==> src/clid_defs.svh <==
// Constants for the character display instruction decoder.
//
// What this block does
// - Two rows use 00h-27h and 40h-67h; one row uses 00h-4Fh.
// - Busy reads as 1 on bit 7 while an operation runs.
// - Clear fills memory with spaces, zeroes counter, homes cursor, sets increment.
// - Home zeroes counter and undoes shift, memory kept.
// - Step direction 1 moves cursor right and increments counter after access.
// - Step direction 0 moves cursor left after each access.
// - Scroll bit shifts screen on character writes only, direction from step bit.
// - Visibility bit blanks screen keeping memory; cursor bit shows or hides cursor.
// - Flash bit alternates cursor cell between all ones and stored character.
// - Cursor shift moves left with decrement or right with increment.
// - Screen shift moves all left or right, cursor follows display.
// - Screen shift hits all rows and leaves counter unchanged.
// - Two rows: cursor passes from position 40 into second row.
// - Width bit picks 8-bit or 4-bit transfers; 4-bit moves two parts.
// - Row bit picks one or two rows; height bit picks 5x7 or 5x10.
// - Glyph address set loads 6 bits and targets glyph memory.
// - Character address set loads 7 bits and targets character memory.
// - Status read gives busy on bit 7 and counter below.
// - Data write stores byte in memory chosen by last address set.
// - After each data write the counter steps by one.
// - Function set is 001, width, rows, height, two ignored bits.
// - Status read uses select low, read direction, no execution time.
// - In 4-bit mode upper nibble crosses first, then lower.
`ifndef CLID_DEFS_SVH
`define CLID_DEFS_SVH
// ----------------------------------------
// Register map
// ----------------------------------------
`define CLID_REG_BUS     8'h00
`define CLID_REG_STATUS  8'h04
`define CLID_REG_STATE   8'h08
`define CLID_REG_CELL    8'h0C
`define CLID_TS_BIT      8
// ----------------------------------------
// Instruction fields
// ----------------------------------------
`define CLID_BUSY_BIT    7
`define CLID_FS_WIDTH    4
`define CLID_FS_ROWS     3
`define CLID_FS_FONT     2
`define CLID_DC_DISP     2
`define CLID_DC_CUR      1
`define CLID_DC_FLASH    0
`define CLID_EM_DIR      1
`define CLID_EM_SCROLL   0
`define CLID_SH_SC       3
`define CLID_SH_RL       2
// ----------------------------------------
// Addresses and codes
// ----------------------------------------
`define CLID_ADDR_ZERO   7'h00
`define CLID_ROW1_LAST   7'h27
`define CLID_ROW2_FIRST  7'h40
`define CLID_ROW2_LAST   7'h67
`define CLID_ONE_LAST    7'h4F
`define CLID_ADDR_TOP    7'h7F
`define CLID_GLYPH_TOP   6'h3F
`define CLID_LEN_TWO     7'h28
`define CLID_LEN_ONE     7'h50
`define CLID_SPACE       8'h20
`define CLID_ALL_ONES    8'hFF
// ----------------------------------------
// Timing
// ----------------------------------------
`define CLID_CLK_NS      8
`define CLID_T_LONG_NS   1530000
`define CLID_T_SHORT_NS  39000
`define CLID_T_DATA_NS   43000
`define CLID_T_BLINK_NS  400000000
`define CLID_CYC(t)      (((t) + `CLID_CLK_NS - 1) / `CLID_CLK_NS)
`endif

==> src/clid_pkg.sv <==
// Types shared by the character display instruction decoder.
`default_nettype none
package clid_pkg;
  typedef enum logic [1:0] {
    CLID_IDLE = 2'b00,
    CLID_FILL = 2'b01,
    CLID_WAIT = 2'b10
  } clid_state_e;
  typedef logic [6:0] clid_addr_t;
endpackage
`default_nettype wire

==> src/clid_decoder.sv <==
// Instruction decoder, address counter and display state behind an APB slave.
`timescale 1ns/1ps
`default_nettype none
`include "clid_defs.svh"
module clid_decoder #(
  parameter int LONG_CYC  = `CLID_CYC(`CLID_T_LONG_NS),
  parameter int SHORT_CYC = `CLID_CYC(`CLID_T_SHORT_NS),
  parameter int DATA_CYC  = `CLID_CYC(`CLID_T_DATA_NS),
  parameter int BLINK_CYC = `CLID_CYC(`CLID_T_BLINK_NS)
) (
  input  wire logic          pclk,
  input  wire logic          presetn,
  input  wire logic          psel,
  input  wire logic          penable,
  input  wire logic          pwrite,
  input  wire logic [7:0]    paddr,
  input  wire logic [31:0]   pwdata,
  output var  logic [31:0]   prdata,
  output var  logic          pready,
  output var  logic          pslverr,
  output var  logic          busy_indicator,
  output var  logic          display_enable,
  output var  logic          cursor_visible,
  output var  logic [7:0]    cursor_cell,
  output var  clid_pkg::clid_addr_t scroll_offset
);
  import clid_pkg::*;

  // ----------------------------------------
  // Storage and state
  // ----------------------------------------
  logic [7:0]  char_mem [0:127];
  logic [7:0]  glyph_mem [0:63];
  clid_state_e state;
  logic [31:0] timer;
  logic [31:0] blink_cnt;
  logic        blink_phase;
  clid_addr_t  address_counter;
  clid_addr_t  fill_idx;
  logic        glyph_sel;
  logic        step_inc;
  logic        whole_screen_scroll;
  logic        disp_on;
  logic        cur_on;
  logic        flash_on;
  logic        bus_width_select;
  logic        two_row;
  logic        tall_font;
  logic        nib_phase;
  logic [3:0]  nib_hold;
  logic        rd_phase;
  logic        acc;
  logic        bus_wr;
  logic        issue;
  logic        issue_ts;
  logic [7:0]  command_holding;
  logic [7:0]  status_byte;
  logic [7:0]  next_cell;
  logic [31:0] next_rdata;
  logic        next_err;

  // ----------------------------------------
  // Helpers
  // ----------------------------------------
  function automatic clid_addr_t step_addr(clid_addr_t a, logic up, logic glyph, logic rows2);
    clid_addr_t r;
    r = up ? 7'(a + 7'h01) : 7'(a - 7'h01);
    if (glyph) begin
      r[6] = 1'b0;
    end else if (rows2) begin
      if (up && a == `CLID_ROW1_LAST) begin
        r = `CLID_ROW2_FIRST;
      end else if (up && a == `CLID_ROW2_LAST) begin
        r = `CLID_ADDR_ZERO;
      end else if (!up && a == `CLID_ROW2_FIRST) begin
        r = `CLID_ROW1_LAST;
      end else if (!up && a == `CLID_ADDR_ZERO) begin
        r = `CLID_ROW2_LAST;
      end
    end else begin
      if (up && a == `CLID_ONE_LAST) begin
        r = `CLID_ADDR_ZERO;
      end else if (!up && a == `CLID_ADDR_ZERO) begin
        r = `CLID_ONE_LAST;
      end
    end
    return r;
  endfunction

  function automatic clid_addr_t shift_off(clid_addr_t o, logic left, logic rows2);
    clid_addr_t last;
    last = rows2 ? 7'(`CLID_LEN_TWO - 7'h01) : 7'(`CLID_LEN_ONE - 7'h01);
    if (left) begin
      return (o >= last) ? `CLID_ADDR_ZERO : 7'(o + 7'h01);
    end
    return (o == `CLID_ADDR_ZERO || o > last) ? last : 7'(o - 7'h01);
  endfunction

  // ----------------------------------------
  // APB access and byte assembly
  // ----------------------------------------
  // The slave answers one cycle into the access phase, so every access costs one wait state.
  assign acc    = psel && penable && pready;
  assign bus_wr = acc && pwrite && paddr == `CLID_REG_BUS;
  assign status_byte = {busy_indicator, address_counter};

  always_comb begin
    issue           = 1'b0;
    issue_ts        = pwdata[`CLID_TS_BIT];
    command_holding = pwdata[7:0];
    if (bus_wr) begin
      if (bus_width_select) begin
        issue = 1'b1;
      end else if (nib_phase) begin
        command_holding = {nib_hold, pwdata[7:4]};
        issue           = 1'b1;
      end
    end
    // Instructions sent while busy are dropped; the host is expected to poll first.
    if (state != CLID_IDLE) begin
      issue = 1'b0;
    end
  end

  always_ff @(posedge pclk or negedge presetn) begin
    if (!presetn) begin
      nib_phase <= 1'b0;
      nib_hold  <= 4'h0;
    end else if (issue && !issue_ts && command_holding[7:5] == 3'b001) begin
      nib_phase <= 1'b0;
    end else if (bus_wr && !bus_width_select) begin
      nib_phase <= !nib_phase;
      nib_hold  <= pwdata[7:4];
    end
  end

  always_ff @(posedge pclk or negedge presetn) begin
    if (!presetn) begin
      rd_phase <= 1'b0;
    end else if (acc && !pwrite && paddr == `CLID_REG_STATUS && !bus_width_select) begin
      rd_phase <= !rd_phase;
    end
  end

  always_comb begin
    next_err   = 1'b0;
    next_rdata = 32'h0000_0000;
    if (paddr == `CLID_REG_BUS) begin
      next_rdata = 32'h0000_0000;
    end else if (paddr == `CLID_REG_STATUS) begin
      if (bus_width_select) begin
        next_rdata = {24'h00_0000, status_byte};
      end else if (rd_phase) begin
        next_rdata = {24'h00_0000, status_byte[3:0], 4'h0};
      end else begin
        next_rdata = {24'h00_0000, status_byte[7:4], 4'h0};
      end
    end else if (paddr == `CLID_REG_STATE) begin
      next_rdata = {9'h000, scroll_offset, 4'h0, glyph_sel, tall_font, two_row,
                    bus_width_select, whole_screen_scroll, step_inc, flash_on, cur_on,
                    disp_on, 1'b0, state};
    end else if (paddr == `CLID_REG_CELL) begin
      next_rdata = {24'h00_0000, next_cell};
    end else begin
      next_err = 1'b1;
    end
  end

  always_ff @(posedge pclk or negedge presetn) begin
    if (!presetn) begin
      pready  <= 1'b0;
      prdata  <= 32'h0000_0000;
      pslverr <= 1'b0;
    end else begin
      pready  <= psel && penable && !pready;
      pslverr <= psel && penable && !pready && next_err;
      if (psel && penable && !pready && !pwrite) begin
        prdata <= next_rdata;
      end
    end
  end

  // ----------------------------------------
  // Sequencer and busy timing
  // ----------------------------------------
  always_ff @(posedge pclk or negedge presetn) begin
    if (!presetn) begin
      state    <= CLID_IDLE;
      timer    <= 32'h0000_0000;
      fill_idx <= `CLID_ADDR_ZERO;
    end else begin
      if (timer != 32'h0000_0000) begin
        timer <= timer - 32'h0000_0001;
      end
      case (state)
        CLID_IDLE: begin
          if (issue && issue_ts) begin
            state <= CLID_WAIT;
            timer <= 32'(DATA_CYC);
          end else if (issue && command_holding[7:1] == 7'h00 && command_holding[0]) begin
            state    <= CLID_FILL;
            timer    <= 32'(LONG_CYC);
            fill_idx <= `CLID_ADDR_ZERO;
          end else if (issue && command_holding[7:1] == 7'h01) begin
            state <= CLID_WAIT;
            timer <= 32'(LONG_CYC);
          end else if (issue && command_holding != 8'h00) begin
            state <= CLID_WAIT;
            timer <= 32'(SHORT_CYC);
          end
        end
        CLID_FILL: begin
          fill_idx <= 7'(fill_idx + 7'h01);
          if (fill_idx == `CLID_ADDR_TOP) begin
            state <= CLID_WAIT;
          end
        end
        CLID_WAIT: begin
          if (timer <= 32'h0000_0001) begin
            state <= CLID_IDLE;
          end
        end
        default: begin
          state <= CLID_IDLE;
        end
      endcase
    end
  end

  always_ff @(posedge pclk or negedge presetn) begin
    if (!presetn) begin
      busy_indicator <= 1'b0;
    end else begin
      busy_indicator <= issue || (state != CLID_IDLE && !(state == CLID_WAIT && timer <= 32'h0000_0001));
    end
  end

  // ----------------------------------------
  // Memories
  // ----------------------------------------
  always_ff @(posedge pclk) begin
    if (state == CLID_FILL) begin
      char_mem[fill_idx] <= `CLID_SPACE;
    end else if (issue && issue_ts && !glyph_sel) begin
      char_mem[address_counter] <= command_holding;
    end
  end

  always_ff @(posedge pclk) begin
    if (issue && issue_ts && glyph_sel) begin
      glyph_mem[address_counter[5:0]] <= command_holding;
    end
  end

  // ----------------------------------------
  // Instruction execution
  // ----------------------------------------
  always_ff @(posedge pclk or negedge presetn) begin
    if (!presetn) begin
      address_counter     <= `CLID_ADDR_ZERO;
      scroll_offset       <= `CLID_ADDR_ZERO;
      glyph_sel           <= 1'b0;
      step_inc            <= 1'b1;
      whole_screen_scroll <= 1'b0;
      disp_on             <= 1'b0;
      cur_on              <= 1'b0;
      flash_on            <= 1'b0;
      bus_width_select    <= 1'b1;
      two_row             <= 1'b0;
      tall_font           <= 1'b0;
    end else if (issue && issue_ts) begin
      address_counter <= step_addr(address_counter, step_inc, glyph_sel, two_row);
      if (whole_screen_scroll && !glyph_sel) begin
        scroll_offset <= shift_off(scroll_offset, step_inc, two_row);
      end
    end else if (issue) begin
      if (command_holding[7]) begin
        address_counter <= command_holding[6:0];
        glyph_sel       <= 1'b0;
      end else if (command_holding[6]) begin
        address_counter <= {1'b0, command_holding[5:0]};
        glyph_sel       <= 1'b1;
      end else if (command_holding[5]) begin
        bus_width_select <= command_holding[`CLID_FS_WIDTH];
        two_row          <= command_holding[`CLID_FS_ROWS];
        tall_font        <= command_holding[`CLID_FS_FONT];
      end else if (command_holding[4]) begin
        if (command_holding[`CLID_SH_SC]) begin
          scroll_offset <= shift_off(scroll_offset, !command_holding[`CLID_SH_RL], two_row);
        end else begin
          address_counter <= step_addr(address_counter, command_holding[`CLID_SH_RL],
                                       glyph_sel, two_row);
        end
      end else if (command_holding[3]) begin
        disp_on  <= command_holding[`CLID_DC_DISP];
        cur_on   <= command_holding[`CLID_DC_CUR];
        flash_on <= command_holding[`CLID_DC_FLASH];
      end else if (command_holding[2]) begin
        step_inc            <= command_holding[`CLID_EM_DIR];
        whole_screen_scroll <= command_holding[`CLID_EM_SCROLL];
      end else if (command_holding[1]) begin
        address_counter <= `CLID_ADDR_ZERO;
        scroll_offset   <= `CLID_ADDR_ZERO;
        glyph_sel       <= 1'b0;
      end else if (command_holding[0]) begin
        address_counter <= `CLID_ADDR_ZERO;
        scroll_offset   <= `CLID_ADDR_ZERO;
        glyph_sel       <= 1'b0;
        step_inc        <= 1'b1;
      end
    end
  end

  // ----------------------------------------
  // Cursor flash and display outputs
  // ----------------------------------------
  always_ff @(posedge pclk or negedge presetn) begin
    if (!presetn) begin
      blink_cnt   <= 32'h0000_0000;
      blink_phase <= 1'b0;
    end else if (!flash_on) begin
      blink_cnt   <= 32'h0000_0000;
      blink_phase <= 1'b0;
    end else if (blink_cnt >= 32'(BLINK_CYC - 1)) begin
      blink_cnt   <= 32'h0000_0000;
      blink_phase <= !blink_phase;
    end else begin
      blink_cnt <= blink_cnt + 32'h0000_0001;
    end
  end

  assign next_cell = (flash_on && blink_phase) ? `CLID_ALL_ONES : char_mem[address_counter];

  always_ff @(posedge pclk or negedge presetn) begin
    if (!presetn) begin
      display_enable <= 1'b0;
      cursor_visible <= 1'b0;
      cursor_cell    <= 8'h00;
    end else begin
      display_enable <= disp_on;
      cursor_visible <= disp_on && cur_on;
      cursor_cell    <= next_cell;
    end
  end
endmodule
`default_nettype wire

==> config.mk <==
export PLATFORM = sky130hd
export DESIGN_NAME = clid_decoder
export DESIGN_NICKNAME = d
export VERILOG_FILES = /design/src/clid_pkg.sv /design/src/clid_decoder.sv
export VERILOG_INCLUDE_DIRS = /design/src
export SDC_FILE = /design/constraint.sdc
export NUM_CORES = 1
export LEC_CHECK = 0
export ABC_AREA = 1
export BUFFER_PORTS_ARGS = -buffer_cell sky130_fd_sc_hd__buf_2
export CAP_MARGIN = 10
export CORE_ASPECT_RATIO = 1.1
export CORE_MARGIN = 1
export CORE_UTILIZATION = 40
export DETAILED_ROUTE_END_ITERATION = 16
export GPL_ROUTABILITY_DRIVEN = 1
export PLACE_DENSITY_LB_ADDON = 0.12
export SLEW_MARGIN = 20
export SYNTH_ARGS = -nofsm -noshare
export SYNTH_HDL_FRONTEND = slang
export SYNTH_SLANG_ARGS = --single-unit
==> constraint.sdc <==
create_clock -name pclk -period 7.44 [get_ports pclk]
set_clock_uncertainty 0.1 [all_clocks]
set_input_delay 0.372 -clock pclk [delete_from_list [all_inputs] [get_ports pclk]]
set_output_delay 0.372 -clock pclk [all_outputs]
set_load 0.005 [all_outputs]
After elaboration in Yosys (flattened, before gate mapping)

Memory sizes are Yosys's and may differ from the RTL's.
Cells that the tools add are included.

Register bits: 148
RAM bits: 1024
Input port bits: 45
Output and inout bits: 52
Logic and storage cells: 267
Memories kept: 1

Add/sub/neg operators: 7
Order comparisons: 4
Eq/ne operators: 33
Multiplexer cells: 116
Bitwise operators: 7
Reductions and logical operators: 73

Memories:

| memory   | words | width | rd ports | clocked after memory_dff | write ports | RTL line           | source |
|---|---|---|---|---|---|---|---|
| char_mem | 128   | 8     | 1        | 0                        | 1           | clid_decoder.sv:32 | `logic [7:0] char_mem [0:127];` |

Operators with widths:

| operator                                                                          | number |
|---|---|
| 32-bit two-way mux                                                                | 10 |
| 7-bit two-way mux                                                                 | 45 |
| 8-bit two-way mux                                                                 | 8 |
| 1-bit two-way mux                                                                 | 42 |
| 1-bit logical AND                                                                 | 34 |
| 32-bit by 1-bit adder with 32-bit output, second input constant                   | 1 |
| 32-bit by 26-bit >= comparator with 1-bit output, second input constant           | 1 |
| 32-bit by 1-bit less-or-equal comparator with 1-bit output, second input constant | 1 |
| 32-bit nonzero test                                                               | 1 |
| 32-bit by 1-bit subtractor with 32-bit output, second input constant              | 1 |
| 7-bit == test, second input constant                                              | 4 |
| 23-bit two-way mux                                                                | 1 |
| 7-bit by 1-bit adder with 7-bit output, second input constant                     | 3 |
| 7-bit zero test                                                                   | 3 |
| 3-bit by 1-bit != test with 1-bit output, second input constant                   | 6 |
| 9-bit AND reduction                                                               | 2 |
| 8-bit by 4-bit == test with 1-bit output, second input constant                   | 2 |
| 2-bit by 1-bit != test with 1-bit output, second input constant                   | 7 |
| 7-bit case mux with 2 select lines                                                | 1 |
| 7-bit AND reduction                                                               | 2 |
| 7-bit by 1-bit subtractor with 7-bit output, second input constant                | 2 |
| 2-bit two-way mux                                                                 | 6 |
| 6-bit two-way mux                                                                 | 2 |
| 1-bit zero test                                                                   | 11 |
| 27 further kinds                                                                  | 44 |

Logic depth before layout (Yosys ltp)

Gate-level depths: netlist (run 1).

Depth after elaboration: 21
Gate-level depth with buffers: 20
Gate-level depth less buffers: 17

Worst setup path after synthesis (run 1)

OpenSTA, ideal clock, no wires.

Path type: register -> register
Start point: register bus_width_select
End point: memory char_mem[0][0], data pin
Library setup time: 0.800 ns
Data arrival time: 4.493 ns
Required time: 6.540 ns
Setup slack: 2.047 ns
Stages on the path, launching flop included: 11
Buffers on the path: 2
Clock period less this slack: 5.393 ns
Cells stage by stage: dfstp_2 -> nor2_2 -> nor2_2 -> nand3_4 -> nor2_4 -> inv_2 -> nor2_4 -> buf_6 -> inv_4 -> buf_6 -> nor2_1

Longest elaborated chain between the ends: 10
Elaborated cells on any way between the ends: 12
Classes of those cells: mux: 9; reduce/logical: 3

RTL lines:

| what                                    | RTL line            | source |
|---|---|---|
| start: declaration                      | clid_decoder.sv:46  | `logic bus_width_select;` |
| start signal: assignment                | clid_decoder.sv:284 | `` bus_width_select <= command_holding[`CLID_FS_WIDTH]; `` |
| 1-bit two-way mux                       | clid_decoder.sv:112 | `if (bus_width_select) begin` |
| 1-bit two-way mux                       | clid_decoder.sv:111 | `if (bus_wr) begin` |
| 1-bit two-way mux                       | clid_decoder.sv:120 | `if (state != CLID_IDLE) begin` |
| 1-bit logical AND (2 in series)         | clid_decoder.sv:244 | `end else if (issue && issue_ts && !glyph_sel) begin` |
| 1-bit two-way mux                       | clid_decoder.sv:244 |  |
| 1-bit two-way mux                       | clid_decoder.sv:242 | `if (state == CLID_FILL) begin` |
| 1-bit two-way mux (implied by the code) | clid_decoder.sv:245 | `char_mem[address_counter] <= command_holding;` |
| 8-bit OR reduction (no source line)     | -                   |  |
| 8-bit two-way mux (no source line) *    | -                   |  |
| end: declaration                        | clid_decoder.sv:32  |  |

Mark *: on every way between the ends. The rest lies on a longest branch, timed or not.

Worst setup path after layout (run 1)

Start point: register nib_phase
End point: memory char_mem[117][6] (enable)

Longest elaborated chain between the ends: 11
Elaborated cells on any way between the ends: 12
Classes of those cells: mux: 9; reduce/logical: 3

RTL lines:

| what                                                                    | RTL line            | source |
|---|---|---|
| start: declaration                                                      | clid_decoder.sv:49  | `logic nib_phase;` |
| start signal: assignment                                                | clid_decoder.sv:132 | `nib_phase <= !nib_phase;` |
| 1-bit two-way mux *                                                     | clid_decoder.sv:114 | `end else if (nib_phase) begin` |
| 1-bit two-way mux *                                                     | clid_decoder.sv:112 |  |
| 1-bit two-way mux *                                                     | clid_decoder.sv:111 |  |
| 1-bit two-way mux *                                                     | clid_decoder.sv:120 |  |
| 1-bit logical AND * (2 in series)                                       | clid_decoder.sv:244 |  |
| 1-bit two-way mux *                                                     | clid_decoder.sv:244 |  |
| 1-bit two-way mux *                                                     | clid_decoder.sv:242 |  |
| 1-bit two-way mux (implied by the code) *                               | clid_decoder.sv:245 |  |
| 8-bit OR reduction (no source line)                                     | -                   |  |
| 7-bit two-way mux (no source line) or 1-bit two-way mux (tied branches) | -                   |  |

Marked as above.

==> impl_metrics.toml, run 1 <==
[timing]
fmax_mhz = 213
worstMarginPinSlew_ns = 1.10
fin_crit_ns = 4.70
fin_tns_setup_ns = 0
rsz0062_at_grt = "false"
max-slew-margin-rel = 0.265
maxSlewViolCount = 0
setup_slack_ns = 2.74
report.final.hold_viol_count = 0
setup_viol = 0
fin_crit_sh = 0.632

[placed_design]
place_congestion = 0.883
io_buffers = 60
dp_slack_ns = 2.53
dpl.hpwl_mm = 83.1

[setup_path]
crit_required_ns = 7.70
worst-path-buf-inv = 2
cp-startpoint = "nib_phase$_DFFE_PN0P_"
slowest_delay_ns = 0.95
rrSetupSlack_ns = 2.74
crit_path_cell_trace = "nor2_2 -> nor2_2 -> nand3_4 -> nor2_4 -> inv_2 -> nor2_4 -> nor2_1 -> a21oi_2 -> inv_2 -> nor2_2 -> nand3_2 -> nor2_1"
path_common_cell = "nor2_2"
timing.rr.start = "nib_phase$_DFFE_PN0P_"
timing.rr.end = "char_mem[117][6]$_DFFE_PP_"
crit_end = "char_mem[117][6]$_DFFE_PP_"
critical_path_arrival_ns = 4.96
path_class = "reg2reg"
critPathLaunchType = "flip-flop"
critPathMaxFanout = 19
crit_path_top_delay_cell = "nor2_1"
worst-path-stages = 12
crit_path_end_kind = "flip-flop"
reg2reg_depth = 12
critical-path-top-delay-family = "simple AND/OR/NAND/NOR gates"

[min_path]
hp-class = "in2async"

[floorplanning]
num_rows = 137
core_area_mm2 = 0.127
die_y_um = 379
die_w_um = 344
start_util = 0.405
die_area_mm2 = 0.130
pin_count = 97

[power_and_ir_drop]
p_seq_frac = 0.532
irDropWorstVdd_mv = 0.174
power.share.combinational = 0.006
p_leak_uw = 0.0217
p_clk_frac = 0.462
p_sw_frac = 0.200
power.density_mw_per_mm2 = 228
power.switching_uw = 2620
p_int_uw = 10500

[cells_and_area]
syn_to_final_growth_pct = 11.7
antenna_cells = 0
final_cell_mix = "nand2_1 (1,736), edfxtp_1 (1,024), nor2_1 (747)"
fin_nets = 5337
n_fill_cell = 12000
postLayoutCoreUtil = 0.452
drive_above_1_share = 0.0688
layout_commonest_cell = "nand2_1"

[synth]
yosys_most_used_dff = "edfxtp_1"
synth_edf_count = 1024
yosysSeqAreaShare = 0.662
synth_area_mm2 = 0.0516
synthCells = 5262
avgSynthCellArea_um2 = 9.80
synth_warnings = 0
synthArstFlopShare = 0.116
ys_types = 54
ys_ff_latch = 1159

[route]
via_per_inst = 5.03
wl_per_cell_um = 20.0
totalWireLength_mm = 141
num_vias = 35500
drc = 0
drtPass1Iterations = 7
drtIter0Drc = 2844
ant_nets = 0

[global_routing]
antenna_found_initial = 2
overflow = 0
grt_max_degree = 175
grt_first_pass_wirelength_mm = 211
grt_pass1_vias = 33400
grt_use_total = 0.216

[clock_tree]
cts_buffers = 121
cts-root-buf = "clkbuf_16"
cts_tree = "yes"
cts_sinks = 1159
clock_path_buffers = 3
cts_htree_levels = 3
clkLatencyLatePin_ns = 0.73
cts_resized = 0
clk_pin_slew_worst_paths_ns = 0.06

[status]
status = "finished clean"

[run]
max-cap-violations = 0
registers in the layout (all words and copies together), names as in the netlist, 2 cells and up:
register,flops
char_mem,1024
blink_cnt,32
timer,32
prdata,19
cursor_cell,8
address_counter,7
fill_idx,7
scroll_offset,7
nib_hold,4
state,2
kinds of logic (layout without fill, tap and decap cells):
logic type	count (synthesis)	after routing	share of synthesized area
XOR/XNOR	50	50	0.00849
buffers and inverters	673	770	0.0520
AND/OR/NAND/NOR	2882	2882	0.224
multiplexers	1	1	0.000194
adder cells (fa/ha/maj)	14	14	0.00340
AO/OA/AOI/OAI	482	482	0.0500
other	1	19	0.0000727
flip-flops	1159	1159	0.662
worst min-delay path by stage:
| stage | from | endpoint | cells past startpoint |
|---|---|---|---|
| after CTS | pwdata[0] | whole_screen_scroll$_DFFE_PN0P_ | 5 |
| after detailed placement | presetn | timer[20]$_DFF_PN0_ | 1 |
| final | presetn | timer[29]$_DFF_PN0_ | 2 |
| after floorplan | presetn | address_counter[0]$_DFFE_PN0P_ | 0 |
| after global routing | pwdata[0] | whole_screen_scroll$_DFFE_PN0P_ | 5 |
| after global placement | presetn | timer[20]$_DFF_PN0_ | 1 |
power groups by stage:
stage / sequential (uW) / clock, uW / combinational, uW
final: 6990 / 6060 / 73.6
after detailed placement: 7120 / 0 / 68.9
after global routing: 6980 / 6420 / 84.4
after CTS: 6990 / 6180 / 74.3
after floorplan: 7120 / 0 / 37.8
after global placement: 7120 / 0 / 69.5
Yosys cell counts, types with 9 or more instances:
library cell | number | area, um2
nor4_1 | 17 | 106
ha_1 | 14 | 175
buf_1 | 34 | 128
inv_1 | 405 | 1520
dfrtp_1 | 133 | 3330
nand2_1 | 1737 | 6520
o22ai_1 | 42 | 263
nand2_2 | 18 | 113
nand4_1 | 43 | 269
clkbuf_1 | 129 | 484
nand3_1 | 230 | 1150
a21oi_1 | 46 | 230
inv_2 | 16 | 60.1
xnor2_1 | 9 | 78.8
xor2_1 | 41 | 359
buf_2 | 70 | 350
buf_4 | 14 | 105
nor3_1 | 43 | 215
nor2_1 | 757 | 2840
edfxtp_1 | 1024 | 30700
o21ai_0 | 355 | 1780
per-layer routing:
metal  vias up  global-route usage  part of all wire
li1      17300                   -                 -
met5         -                   0                 0
met2       805               0.364              0.49
met4         0              0.0646             0.024
met1     17200               0.290              0.44
met3       163              0.0251             0.044
cell type report:
type	count	area, um2	share of cell area
clock inverter	67	721	0.0125
inverter	424	1610	0.0279
clock buffer	155	3220	0.0559
timing repair buffer	124	897	0.0156
sequential	1159	34100	0.593
tap	1668	2090	0.0362
multi-input combinational	3448	14900	0.259
per-stage QoR:
step                area, um2  hold WS, ns  std cells  power [uW]
finish                  57600        0.107       7045       13100
global route            57600        0.131       7045       13500
CTS                     57600       0.0338       7045       13200
detailed placement      53500        0.324       6809        7190
global placement        53500        0.329       6809        7190
floorplan               51600      -0.0236       5280        7160
repair_timing:
item / in CTS / in global routing
hold endpoints to repair: 77 / 0
hold buffers: 14 / 0
setup buffers: 0 / 0
No activity file was read; power rests on OpenSTA's default activity.
==> run 2, diff against run 1 <==
Clock period 7.44 ns to 4.4 ns, I/O delays scaled along.
==> impl_metrics.toml, run 2 (synthesis results as in run 1) <==
[cells_and_area]
design_area_mm2 = 0.0592
reg_top3 = "char_mem: 1024 flops, blink_cnt: 32 flops, timer: 32 flops"
fin_nets = 5492
syn_to_final_growth_pct = 14.8
final_cell_mix = "nand2_1 (1,736), edfxtp_1 (1,024), nor2_1 (747)"
regMostFlops = "char_mem"
layout_commonest_cell = "nand2_1"
n_fill_cell = 12000
largest_reg_flops = 1024
multi_input_area_mm2 = 0.0149
drive_above_1_share = 0.0918
regArea_mm2 = 0.0341

[floorplanning]
die_area_mm2 = 0.130
core_area_mm2 = 0.127
die_w_um = 344
die_y_um = 379
start_util = 0.405
num_rows = 137
pin_count = 97

[setup_path]
critPathMaxFanout = 12
rrSetupSlack_ns = 0.56
reg2reg_depth = 16
cp-startpoint = "paddr[0]"
critical_path_arrival_ns = 4.36
timing.rr.start = "state[1]$_DFFE_PN0P_"
crit_path_cell_trace = "dlygate4sd3_1 -> buf_2 -> nor2_1 -> dlygate4sd3_1 -> nand3_1 -> nor2_4 -> nand3_4 -> nor2_4 -> inv_2 -> nor2_4 -> inv_4 -> buf_4 -> nand2_2 -> o21ai_2 -> inv_2 -> nand2_1 -> inv_2 -> nand3_2 -> nor2_1"
crit_required_ns = 4.68
path_class = "in2reg"
critPathLaunchType = "primary input"
crit_path_top_delay_cell = "nor2_1"
crit_end = "char_mem[80][3]$_DFFE_PP_"
crit_path_end_kind = "flip-flop"
slowest_delay_ns = 0.64
timing.rr.end = "char_mem[80][3]$_DFFE_PP_"

[placed_design]
place_congestion = 0.900
place_area_mm2 = 0.0548
dpl.hpwl_mm = 87.8
io_buffers = 60

[timing]
fin_tns_setup_ns = 0
max-slew-margin-rel = 0.430
fin_crit_ns = 4.08
fin_crit_sh = 0.927
worstMarginPinSlew_ns = 0.855
rsz0062_at_grt = "false"
setup_viol = 0
report.final.hold_viol_count = 0
maxSlewViolCount = 0
fmax_mhz = 245

[clock_tree]
cts_sinks = 1159
cts_tree = "yes"
clk_pin_slew_worst_paths_ns = 0.06
cts_setup_buffers = 0
cts-root-buf = "clkbuf_16"
clkLatencyLatePin_ns = 0.77
cts_buffers = 130
cts_htree_levels = 4
clock_path_buffers = 3

[route]
drtIter0Drc = 2779
drc = 0
drtPass1Iterations = 8
num_vias = 36200
ant_nets = 0
totalWireLength_mm = 145
wl_per_cell_um = 20.1
via_per_inst = 5.03

[global_routing]
grt_pass1_vias = 35300
antenna_found_initial = 0
overflow = 0
grt_use_total = 0.225
grt_first_pass_wirelength_mm = 220
grt_max_degree = 129

[power_and_ir_drop]
p_clk_frac = 0.469
power.share.combinational = 0.006
power.switching_uw = 4550
p_seq_frac = 0.525
p_int_uw = 17900
p_sw_frac = 0.202
irDropWorstVdd_mv = 0.353
power.density_mw_per_mm2 = 380
p_leak_uw = 0.0227

[min_path]
hp-class = "in2reg"

[run]
max-cap-violations = 0

[status]
status = "finished clean"
==> run 2: final cells by class <==
type                            count  area share
Antenna cell                        2   0.0000845
Clock buffer                      160      0.0585
Clock inverter                     73      0.0108
Inverter                          424      0.0272
Multi-Input combinational cell   3448       0.252
Sequential cell                  1159       0.577
Tap cell                         1668      0.0353
Timing Repair Buffer              270      0.0397
==> run 2: power groups by stage <==
stage	combinational [uW]	clock, uW	sequential [uW]
floorplan	64.5	0	12000
global placement	120	0	12000
detailed placement	120	0	12000
CTS	135	10800	11800
global route	154	11200	11800
finish	133	10500	11800
==> run 2: worst min path at each step <==
stage | end | slack, ns | depth (start not counted) | startpoint
floorplan | address_counter[0]$_DFFE_PN0P_ | -0.18 | 0 | presetn
global placement | timer[24]$_DFF_PN0_ | -0.03 | 1 | presetn
detailed placement | timer[24]$_DFF_PN0_ | -0.03 | 1 | presetn
CTS | timer[10]$_DFF_PN0_ | 0.003 | 8 | paddr[5]
global route | timer[10]$_DFF_PN0_ | 0.07 | 8 | paddr[6]
finish | timer[10]$_DFF_PN0_ | 0.06 | 8 | paddr[6]
==> run 2: worst max-delay path, delay by kind of cell <==
kind | cells | cell delay, ns
buffers and inverters | 8 | 2.00
and+or+nand+nor | 10 | 2.01
AOI/OAI and AO/OA | 1 | 0.10
==> run 2: per-stage QoR <==
step | cells | hold slack [ns] | utilization | total power (uW) | worst slack [ns]
4_1_cts | 7202 | 0.00289 | 0.465 | 22700 | 0.421
3_3_place_gp | 6942 | -0.0340 | 0.431 | 12200 | 0.631
6_report | 7204 | 0.0573 | 0.465 | 22500 | 0.319
3_5_place_dp | 6942 | -0.0342 | 0.431 | 12200 | 0.565
5_1_grt | 7202 | 0.0739 | 0.465 | 23100 | 0.117
2_1_floorplan | 5280 | -0.176 | - | 12100 | 0.396
==> run 2: timing repair <==
action | CTS | global route
gates resized for setup | 0 | 0
hold buffers | 27 | 0
endpoints found under the hold margin | 183 | 0
==> run 2: layer usage <==
layer / GRT usage / part of all wire / vias up
met5: 0 / 0 / -
met4: 0.0737 / 0.029 / 0
met3: 0.0326 / 0.046 / 218
met2: 0.368 / 0.48 / 889
met1: 0.307 / 0.45 / 17400
li1: - / - / 17700
